## src/common/qecl_consts.svh

```systemverilog
// register offsets, field positions and reset values of the encoder block
`ifndef QECL_CONSTS_SVH
`define QECL_CONSTS_SVH

// register indices on the plain register port
`define QECL_ADDR_ENC_CTL 4'h0
`define QECL_ADDR_FLT_CTL 4'h1
`define QECL_ADDR_POS_CNT 4'h2
`define QECL_ADDR_MAX_CNT 4'h3

// encoder_control field positions
`define QECL_ENC_CNT_ERR 15
`define QECL_ENC_IDLE_STOP 13
`define QECL_ENC_INDEX 12
`define QECL_ENC_DIR 11
`define QECL_ENC_MODE_HI 10
`define QECL_ENC_MODE_LO 8
`define QECL_ENC_SWAP 7
`define QECL_ENC_DIR_OE 6
`define QECL_ENC_GATE 5
`define QECL_ENC_PS_HI 4
`define QECL_ENC_PS_LO 3
`define QECL_ENC_IDX_RST 2
`define QECL_ENC_TMR_CS 1
`define QECL_ENC_DIR_SRC 0

// input_filter_control field positions
`define QECL_FLT_IMV_HI 10
`define QECL_FLT_IMV_LO 9
`define QECL_FLT_COUNT_ERROR_IRQ_DISABLE 8
`define QECL_FLT_OUT_EN 7
`define QECL_FLT_CK_HI 6
`define QECL_FLT_CK_LO 4

// reset values
`define QECL_RST_CTL 16'h0000
`define QECL_RST_MAX 16'hFFFF

`endif

```

## src/common/qecl_pkg.sv

```systemverilog
// types shared by the quadrature encoder block
package qecl_pkg;

    // operating mode codes of encoder_control
    typedef enum logic [2:0] {
        QECL_OFF = 3'h0,
        QECL_TIMER = 3'h1,
        QECL_UNUSED_A = 3'h2,
        QECL_UNUSED_B = 3'h3,
        QECL_X2_INDEX = 3'h4,
        QECL_X2_MATCH = 3'h5,
        QECL_X4_INDEX = 3'h6,
        QECL_X4_MATCH = 3'h7
    } qecl_mode_e;

    typedef logic [15:0] qecl_word_t;

endpackage

```

## src/rtl/qecl_top.sv

```systemverilog
// quadrature encoder interface: filters, decoder, position counter, timer
//
// The implementer's own choices: the address map and the address-and-strobe port.
`timescale 1ns/10ps
`include "qecl_consts.svh"

// How it works
// RL1 - modes 111/110: x4 decode, match or index reset
// RL2 - modes 101/100: x2 decode, match or index reset
// RL3 - 001 timer, 000 off, 011/010 disabled
// RL4 - count error sets bit 15, index modes
// RL5 - status bit shows current index level
// RL6 - direction bit: hardware in encoder, software timer
// RL7 - idle-stop halts module while device idle
// RL8 - phase swap exchanges A and B inputs
// RL9 - direction output enable drives direction pin
// RL10 - gate enable: timer counts only while gated
// RL11 - timer prescale 1, 8, 64, 256
// RL12 - index reset enable gates index resets
// RL13 - timer clock: phase A rising or internal
// RL14 - timer direction from phase B or bit
// RL15 - x4 index match needs B, A states
// RL16 - x2 index match: chosen phase state
// RL17 - count error interrupt disable bit
// RL18 - filter enable routes inputs through filters
// RL19 - filter clock divide 1 to 256
// RL20 - unimplemented bits read zero, reset zero
// RL21 - sixteen bit up/down counter, direction status
// RL22 - x4 steps both phases, x2 phase A
// RL23 - count error: counter off reset point
module qecl_top (
    // clock and reset
    input wire logic REF_CLK,
    input wire logic RST_N,
    // register port
    input wire logic [3:0] ADDR,
    input wire logic [15:0] WDATA,
    input wire logic WR_STB,
    input wire logic RD_STB,
    output logic [15:0] RDATA,
    // encoder pins
    input wire logic PHASE_A_IN,
    input wire logic PHASE_B_IN,
    input wire logic INDEX_IN,
    input wire logic TIMER_GATE_IN,
    // device state
    input wire logic IDLE_MODE,
    // direction pin and count error request
    output logic DIR_OUT,
    output logic DIR_OE,
    output logic COUNT_ERR_IRQ
);

    // ****************************************************************
    // functions
    // ****************************************************************

    // filter sample divider: terminal count for codes 000..111
    function automatic logic [7:0] flt_lim(input logic [2:0] code);
        logic [7:0] lim;
        lim = 8'h00;
        unique case (code)
            3'h0: lim = 8'h00;
            3'h1: lim = 8'h01;
            3'h2: lim = 8'h03;
            3'h3: lim = 8'h0F;
            3'h4: lim = 8'h1F;
            3'h5: lim = 8'h3F;
            3'h6: lim = 8'h7F;
            3'h7: lim = 8'hFF;
        endcase
        return lim;
    endfunction

    // timer prescaler terminal count for 1:1, 1:8, 1:64, 1:256
    function automatic logic [7:0] pre_lim(input logic [1:0] code);
        logic [7:0] lim;
        lim = 8'h00;
        unique case (code)
            2'h0: lim = 8'h00;
            2'h1: lim = 8'h07;
            2'h2: lim = 8'h3F;
            2'h3: lim = 8'hFF;
        endcase
        return lim;
    endfunction

    // one counter step, optionally wrapping at the maximum count
    function automatic logic [15:0] step_cnt(input logic [15:0] cnt,
        input logic up, input logic [15:0] max, input logic wrap);
        logic [15:0] res;
        res = cnt;
        if (up) begin
            res = (wrap && cnt == max) ? 16'h0000 : cnt + 16'h0001;
        end else begin
            res = (wrap && cnt == 16'h0000) ? max : cnt - 16'h0001;
        end
        return res;
    endfunction

    // ****************************************************************
    // registers and decode
    // ****************************************************************

    logic [10:0] ctl_lo_ff;
    logic idle_stop_ff;
    logic dir_ff;
    logic cnt_err_ff;
    logic [6:0] flt_ff;
    logic [15:0] pos_ff;
    logic [15:0] max_ff;
    logic [15:0] rdata_ff;
    logic irq_ff;
    logic [3:0] sync1_ff;
    logic [3:0] sync2_ff;
    logic a_raw_prev_ff;
    logic [7:0] fdiv_ff;
    logic [2:0] hist1_ff;
    logic [2:0] hist2_ff;
    logic [2:0] fout_ff;
    logic [2:0] prev_ff;
    logic idx_prev_ff;
    logic [7:0] pre_ff;

    // register port decode
    wire wr_enc = WR_STB && ADDR == `QECL_ADDR_ENC_CTL;
    wire wr_flt = WR_STB && ADDR == `QECL_ADDR_FLT_CTL;
    wire wr_pos = WR_STB && ADDR == `QECL_ADDR_POS_CNT;
    wire wr_max = WR_STB && ADDR == `QECL_ADDR_MAX_CNT;

    // mode decode; unused codes fall out as neither encoder nor timer
    qecl_pkg::qecl_mode_e mode;
    assign mode = qecl_pkg::qecl_mode_e'(ctl_lo_ff[10:8]);
    wire enc_mode = mode[2];                          // [RL1] [RL2]
    wire x4_mode = mode[2] & mode[1];                 // [RL1]
    wire match_mode = mode[2] & mode[0];              // [RL1] [RL2]
    wire idx_mode = mode[2] & ~mode[0];               // [RL12]
    wire tmr_mode = mode == qecl_pkg::QECL_TIMER;     // [RL3]

    // control fields
    wire swap_en = ctl_lo_ff[`QECL_ENC_SWAP];
    wire dir_oe_en = ctl_lo_ff[`QECL_ENC_DIR_OE];
    wire gate_en = ctl_lo_ff[`QECL_ENC_GATE];
    wire [1:0] ps = ctl_lo_ff[`QECL_ENC_PS_HI:`QECL_ENC_PS_LO];
    wire idx_rst_en = ctl_lo_ff[`QECL_ENC_IDX_RST];
    wire tmr_ext = ctl_lo_ff[`QECL_ENC_TMR_CS];
    wire dir_src = ctl_lo_ff[`QECL_ENC_DIR_SRC];
    wire [1:0] imv = flt_ff[6:5];
    wire count_error_irq_disable = flt_ff[4];
    wire flt_en = flt_ff[3];
    wire [2:0] fck = flt_ff[2:0];

    // halting in idle freezes counting, filters and prescaler alike
    wire run = !(IDLE_MODE && idle_stop_ff);          // [RL7]

    // ****************************************************************
    // input conditioning
    // ****************************************************************

    // pins pass two flops; order {gate, index, b, a}
    always_ff @(posedge REF_CLK or negedge RST_N) begin
        if (!RST_N) begin
            sync1_ff <= 4'h0;
            sync2_ff <= 4'h0;
        end else begin
            sync1_ff <= {TIMER_GATE_IN, INDEX_IN, PHASE_B_IN, PHASE_A_IN};
            sync2_ff <= sync1_ff;
        end
    end

    // swap ahead of the filters so filtered phases stay in order
    wire a_sw = swap_en ? sync2_ff[1] : sync2_ff[0];  // [RL8]
    wire b_sw = swap_en ? sync2_ff[0] : sync2_ff[1];  // [RL8]
    wire [2:0] raw3 = {sync2_ff[2], b_sw, a_sw};

    // filter: a level passes after three equal samples in a row
    // >= so a smaller divide code takes effect without waiting for a wrap
    wire ftick = run && fdiv_ff >= flt_lim(fck);      // [RL19]
    wire [2:0] agree = ~(raw3 ^ hist1_ff) & ~(raw3 ^ hist2_ff);
    wire [2:0] nxt_fout = (agree & raw3) | (~agree & fout_ff);
    wire [7:0] nxt_fdiv = ftick ? 8'h00 : (run ? fdiv_ff + 8'h01 : fdiv_ff);

    always_ff @(posedge REF_CLK or negedge RST_N) begin
        if (!RST_N) begin
            fdiv_ff <= 8'h00;
            hist1_ff <= 3'h0;
            hist2_ff <= 3'h0;
            fout_ff <= 3'h0;
        end else begin
            fdiv_ff <= nxt_fdiv;
            if (ftick) begin
                hist1_ff <= raw3;
                hist2_ff <= hist1_ff;
                fout_ff <= nxt_fout;
            end
        end
    end

    // filtered or raw inputs as chosen by software
    wire [2:0] sel = flt_en ? fout_ff : raw3;         // [RL18]
    wire a_c = sel[0];
    wire b_c = sel[1];
    wire i_c = sel[2];

    // ****************************************************************
    // quadrature decode and index
    // ****************************************************************

    wire a_chg = a_c ^ prev_ff[0];
    wire b_chg = a_c == prev_ff[0] && b_c != prev_ff[1];
    wire enc_step = enc_mode && (x4_mode ? (a_chg || b_chg) : a_chg); // [RL22]
    wire enc_up = a_c ^ prev_ff[1];                   // [RL22]

    // index match condition per decode mode
    wire x4_hit = b_c == imv[1] && a_c == imv[0];     // [RL15]
    wire x2_hit = (imv[1] ? b_c : a_c) == imv[0];     // [RL16]
    wire idx_hit = i_c && (x4_mode ? x4_hit : x2_hit);
    wire idx_evt = idx_hit && !idx_prev_ff;
    wire idx_rst = idx_mode && idx_rst_en && idx_evt; // [RL12]

    // a match away from zero or the maximum count is a count error
    wire err_set = run && idx_mode && idx_evt &&
        pos_ff != 16'h0000 && pos_ff != max_ff;       // [RL4] [RL23]

    always_ff @(posedge REF_CLK or negedge RST_N) begin
        if (!RST_N) begin
            prev_ff <= 3'h0;
            idx_prev_ff <= 1'b0;
            a_raw_prev_ff <= 1'b0;
        end else if (run) begin
            prev_ff <= sel;
            idx_prev_ff <= idx_hit;
            a_raw_prev_ff <= sync2_ff[0];
        end
    end

    // ****************************************************************
    // timer path
    // ****************************************************************

    // external clock is the unswapped phase A pin, rising edge
    wire src_tick = tmr_ext ? (sync2_ff[0] && !a_raw_prev_ff) : 1'b1; // [RL13]
    wire gate_ok = !gate_en || sync2_ff[3];           // [RL10]
    wire pre_tick = run && tmr_mode && src_tick && gate_ok;
    // >= so lowering the prescale never stalls the timer until a wrap
    wire pre_end = pre_ff >= pre_lim(ps);             // [RL11]
    wire tmr_step = pre_tick && pre_end;
    wire tmr_up = dir_src ? sync2_ff[1] : dir_ff;     // [RL14]
    wire [7:0] nxt_pre = !tmr_mode ? 8'h00 :
        (pre_tick ? (pre_end ? 8'h00 : pre_ff + 8'h01) : pre_ff);

    // ****************************************************************
    // position counter
    // ****************************************************************

    wire do_step = run && (enc_step || tmr_step);
    wire step_up = enc_mode ? enc_up : tmr_up;
    wire wrap = match_mode || tmr_mode;
    logic [15:0] nxt_pos;
    always_comb begin
        nxt_pos = pos_ff;
        if (wr_pos) begin
            nxt_pos = WDATA;
        end else if (run && idx_rst) begin
            nxt_pos = 16'h0000;                       // [RL12]
        end else if (do_step) begin
            nxt_pos = step_cnt(pos_ff, step_up, max_ff, wrap); // [RL21]
        end
    end

    // direction: tracked by decoder, or software/pin in timer mode
    logic nxt_dir;
    always_comb begin
        nxt_dir = dir_ff;
        if (enc_mode && run && enc_step) begin
            nxt_dir = enc_up;                         // [RL6] [RL21]
        end else if (tmr_mode && dir_src) begin
            nxt_dir = sync2_ff[1];                    // [RL14]
        end else if (tmr_mode && wr_enc) begin
            nxt_dir = WDATA[`QECL_ENC_DIR];           // [RL6]
        end
    end

    // a hardware set beats a software clear in the same cycle
    wire nxt_err = err_set ||
        (wr_enc ? WDATA[`QECL_ENC_CNT_ERR] : cnt_err_ff); // [RL4]

    always_ff @(posedge REF_CLK or negedge RST_N) begin
        if (!RST_N) begin
            pos_ff <= 16'h0000;
            max_ff <= `QECL_RST_MAX;
            pre_ff <= 8'h00;
            dir_ff <= 1'b0;
            cnt_err_ff <= 1'b0;
            irq_ff <= 1'b0;
        end else begin
            pos_ff <= nxt_pos;
            max_ff <= wr_max ? WDATA : max_ff;
            pre_ff <= nxt_pre;
            dir_ff <= nxt_dir;
            cnt_err_ff <= nxt_err;
            irq_ff <= err_set && !count_error_irq_disable;               // [RL17]
        end
    end

    // ****************************************************************
    // control registers and read port
    // ****************************************************************

    // implemented control bits all reset to zero
    always_ff @(posedge REF_CLK or negedge RST_N) begin
        if (!RST_N) begin
            ctl_lo_ff <= 11'h000;                     // [RL20]
            idle_stop_ff <= 1'b0;
            flt_ff <= 7'h00;
        end else begin
            if (wr_enc) begin
                ctl_lo_ff <= WDATA[10:0];
                idle_stop_ff <= WDATA[`QECL_ENC_IDLE_STOP];
            end
            if (wr_flt) begin
                flt_ff <= WDATA[`QECL_FLT_IMV_HI:`QECL_FLT_CK_LO];
            end
        end
    end

    // read mux; unimplemented bits and unmapped addresses give zero
    wire [15:0] enc_rd = {cnt_err_ff, 1'b0, idle_stop_ff, i_c,
        dir_ff, ctl_lo_ff};                           // [RL5] [RL20]
    wire [15:0] flt_rd = {5'h00, flt_ff, 4'h0};      // [RL20]
    wire [15:0] rd_mux =
        ADDR == `QECL_ADDR_ENC_CTL ? enc_rd :
        ADDR == `QECL_ADDR_FLT_CTL ? flt_rd :
        ADDR == `QECL_ADDR_POS_CNT ? pos_ff :
        ADDR == `QECL_ADDR_MAX_CNT ? max_ff : 16'h0000;

    // data stand only in the cycle after the read strobe
    always_ff @(posedge REF_CLK or negedge RST_N) begin
        if (!RST_N) begin
            rdata_ff <= 16'h0000;
        end else begin
            rdata_ff <= RD_STB ? rd_mux : 16'h0000;
        end
    end

    assign RDATA = rdata_ff;
    assign DIR_OUT = dir_ff;                          // [RL9]
    assign DIR_OE = dir_oe_en;                        // [RL9]
    assign COUNT_ERR_IRQ = irq_ff;
endmodule

```

## config.mk

```make
export PLATFORM = sky130hd
export DESIGN_NAME = qecl_top
export DESIGN_NICKNAME = d
export VERILOG_FILES = /design/src/common/qecl_pkg.sv /design/src/rtl/qecl_top.sv
export VERILOG_INCLUDE_DIRS = /design/src /design/src/common
export SDC_FILE = /design/constraint.sdc
export NUM_CORES = 1
export LEC_CHECK = 0
export BUFFER_PORTS_ARGS = -buffer_cell sky130_fd_sc_hd__buf_2
export CORE_AREA = 2 2 100 140
export DETAILED_ROUTE_END_ITERATION = 12
export DIE_AREA = 0 0 102 142
export HOLD_SLACK_MARGIN = 0.08
export PLACE_DENSITY = 0.63
export SLEW_MARGIN = 10
export SYNTH_ARGS = -nofsm -noshare
export SYNTH_HDL_FRONTEND = slang
export SYNTH_SLANG_ARGS = --single-unit
```

## constraint.sdc

```tcl
create_clock -name REF_CLK -period 5.23 [get_ports REF_CLK]
set_input_delay 0.523 -clock REF_CLK [delete_from_list [all_inputs] [get_ports REF_CLK]]
set_output_delay 0.523 -clock REF_CLK [all_outputs]
set_load 0.02 [all_outputs]
```

==> metrics <==
status complete, no violations; yosys warns 0; Max Cap Viol 0; via/cell ratio 6.05; CTS tree yes; Fmax achieved 325 MHz; largest net degree at the start of global routing 58; Max-slew headroom 27.2%; CORE AREA 0.0133 mm²; period utilization 58.8%; die area 0.0145 mm²; XOR/XNOR Fraction of Synth Area 5.54%; clock sink total 107; global placer's final weighted congestion 0.965; simple-gate area share of the yosys netlist 17.1%; Synth area leader dfrtp_1; min Tclk post-route 3.07 ns; Yosys top cell area share 35.1%; adder-cell share of the synthesized area 3.67%; Max Transition Viols Final 0; first-pass GRT wire length 27800 µm; Wirelength per Cell 20.5 µm; initial antenna violation count 0; Synth area leaders dfrtp_1, mux2_2, dfstp_2, xor2_1, nand2_1; Synth Cell Area 0.00648 mm²; Post-synth EDFFs 0; synth unique cells 72; final setup fails 0; Starting Density 48.9%; cell count after synthesis 645; leakage power 3.01 nW; vias in the first global route 5088; CTS resizes 0; Post-synth ARST share 100%; ANT cells 0; num ports 48; largest family of logic cells by synthesized area simple AND/OR/NAND/NOR gates; register area share after synthesis 41.6%; Final TNS setup 0 ns; Setup Skew 0.00918 ns; Iter 0 DRT Violations 337; Power per Cell Area 488 mW/mm²; max incr delay on CP 0.42 ns; Final Hold Vio Count 0; Nets 715; Setup Fix Bufs, Post-CTS 0; slowest cell on the critical path nor2_1; Die H 142 µm; WP data required 5.47 ns; Die Span X 102 µm; post-route design area 0.00706 mm²; clk buf depth 2; total power 3.44 mW; root buffer cell clkbuf_16; I/O Buffers 47; Worst Path Arrival 3.32 ns; Reg clk slew, reported paths 0.07 ns; # rows 50; Post-Syn Area per Cell 10.0 µm²; vias 5170; Startpoint Class register; grt total ovfl 0; Num CTS Buffers 9; syn nets 693; Synth Flop Type dfrtp_1; Worst IR Drop VDD 0.231 mV; P&R area growth vs syn 8.88%; DRT antenna net count 0; Min Hold Slack 0.228 ns; flops & latches, synth 107; # DRC 0; RSZ-0062 raised after global routing no; Tightest Pin Transition 1.09 ns; crit path cell chain or2_2 -> inv_1 -> ha_1 -> a21oi_1 -> a21oi_1 -> a311oi_1 -> nor2_1 -> nor2_1 -> nand2_1 -> o221a_1; HP Class in -> async; Post-CTS Hold Fix Bufs 0; endpoint class of the critical path register; placed inst area 0.00675 mm²; Routed Wire Length 17500 µm; drt first pass iters 5; dpl hpwl 12500 µm; layout cells sized above 1 22.9%; Worst-Skew Late Latency 0.36 ns; Synth Area in Compound Gates 16.0%; H-tree Lvls 3; all-layer global routing usage 25.3%; mux contribution to synthesized area 11.6%; CP Class reg -> reg; CP max FO 11
-- layer usage --
metal | track usage, % | wire length, µm | vias to the layer above | part of all wire (%)
li1 | - | - | 2407 | -
met1 | 31.4 | 7100 | 2569 | 41
met2 | 43.8 | 8990 | 158 | 51
met3 | 3.54 | 730 | 36 | 4.2
met4 | 10.2 | 664 | 0 | 3.8
met5 | 0 | 0 | - | 0
-- critical path: cells and delay by family, from the launching register on --
kind / cells / cell delay, ns
buffers and inverters: 1 / 0.06
adder cells (fa/ha/maj): 1 / 0.23
flip-flops: 1 / 0.41
AND/OR/NAND/NOR: 4 / 1.31
AO/OA/AOI/OAI: 4 / 0.96
-- registers in the layout, summed over array words and instances (netlist names), named ones only --
register and flops:
RDATA 16, sync1_ff 4, COUNT_ERR_IRQ 1, flt_ff 7
idx_prev_ff 1, a_raw_prev_ff 1, pre_ff 8, idle_stop_ff 1
fdiv_ff 8, cnt_err_ff 1, sync2_ff 4, max_ff 16
DIR_OUT 1, prev_ff 2, hist2_ff 3, pos_ff 16
ctl_lo_ff 11, hist1_ff 3
-- cell usage after synthesis (15+ instances only) --
| master | count |
|---|---|
| dfrtp_1 | 91 |
| nand2_1 | 67 |
| mux2_2 | 45 |
| nor2_1 | 45 |
| o21ai_0 | 39 |
| xor2_1 | 29 |
| and3_1 | 19 |
| ha_1 | 19 |
| dfstp_2 | 16 |
| nand3_1 | 16 |
| inv_1 | 15 |
-- layout by cell type, fill, tap and decap left out, types with 7 or more instances in the layout --
master     Yosys  layout
mux2_2        45      45
and3_1        19      19
o31ai_1        9       9
xor2_1        29      29
o21ai_0       39      39
ha_1          19      19
mux2i_1        7       7
nand2b_1       9       9
nand4_1        9       9
nor3_1        10       9
o22ai_1       10      10
clkbuf_16      0       9
a211oi_1       8       8
nand2_1       67      67
a22oi_1       11      11
xnor2_1       12      12
inv_1         15      15
a21oi_1       12      12
buf_2         14      46
nor2_1        45      45
dfrtp_1       91      91
o21ai_1        9       9
dfstp_2       16      16
nand3_1       16      16
-- stage by stage --
stage | setup WS (ns) | util (%) | cells
after global placement | 2.21 | 50.9 | 838
after global routing | 2.02 | 53.2 | 854
final | 2.16 | 53.2 | 854
after detailed placement | 2.21 | 50.9 | 838
after CTS | 2.14 | 53.2 | 854
after floorplan | 2.55 | - | 645
-- kinds of logic (layout without fill, tap and decap cells) --
| logic type | Yosys count | after routing |
|---|---|---|
| AO/OA/AOI/OAI | 148 | 148 |
| XOR/XNOR | 41 | 41 |
| adder cells (fa/ha/maj) | 19 | 19 |
| buffers and inverters | 55 | 82 |
| flip-flops | 107 | 107 |
| multiplexers | 60 | 60 |
| AND/OR/NAND/NOR | 215 | 215 |
-- final cells by class --
| class | instances | area (µm²) |
|---|---|---|
| Clock buffer | 9 | 225 |
| Clock inverter | 7 | 81.3 |
| Fill cell | 1247 | 6210 |
| Inverter | 15 | 56.3 |
| Multi-Input combinational cell | 483 | 3500 |
| Sequential cell | 107 | 2700 |
| Tap cell | 182 | 228 |
| Timing Repair Buffer | 51 | 268 |
-- path summary, 6_finish.rpt --
kind | from | end | slack, ns | cells past startpoint
worst max-delay path | ctl_lo_ff[4] | pos_ff[9] | 2.16 | 10
worst min-delay path | RST_N | RDATA[2] | 0.23 | 1
worst max register to register | ctl_lo_ff[4] | pos_ff[9] | 2.16 | 10
worst min register to register | sync1_ff[3] | sync2_ff[3] | 0.35 | 0
max in group asynchronous | RST_N | fdiv_ff[5] | 3.86 | 2
min in group REF_CLK | PHASE_B_IN | sync1_ff[1] | 0.26 | 1
-- power breakdown --
part / leakage, nW / internal [mW] / switching (mW) / total (mW)
combinational: 1.57 / 0.603 / 0.697 / 1.30
sequential: 1.29 / 1.06 / 0.373 / 1.43
clock: 0.152 / 0.380 / 0.336 / 0.716
total: 3.01 / 2.04 / 1.41 / 3.44
Power figures use the tool's default switching activity.
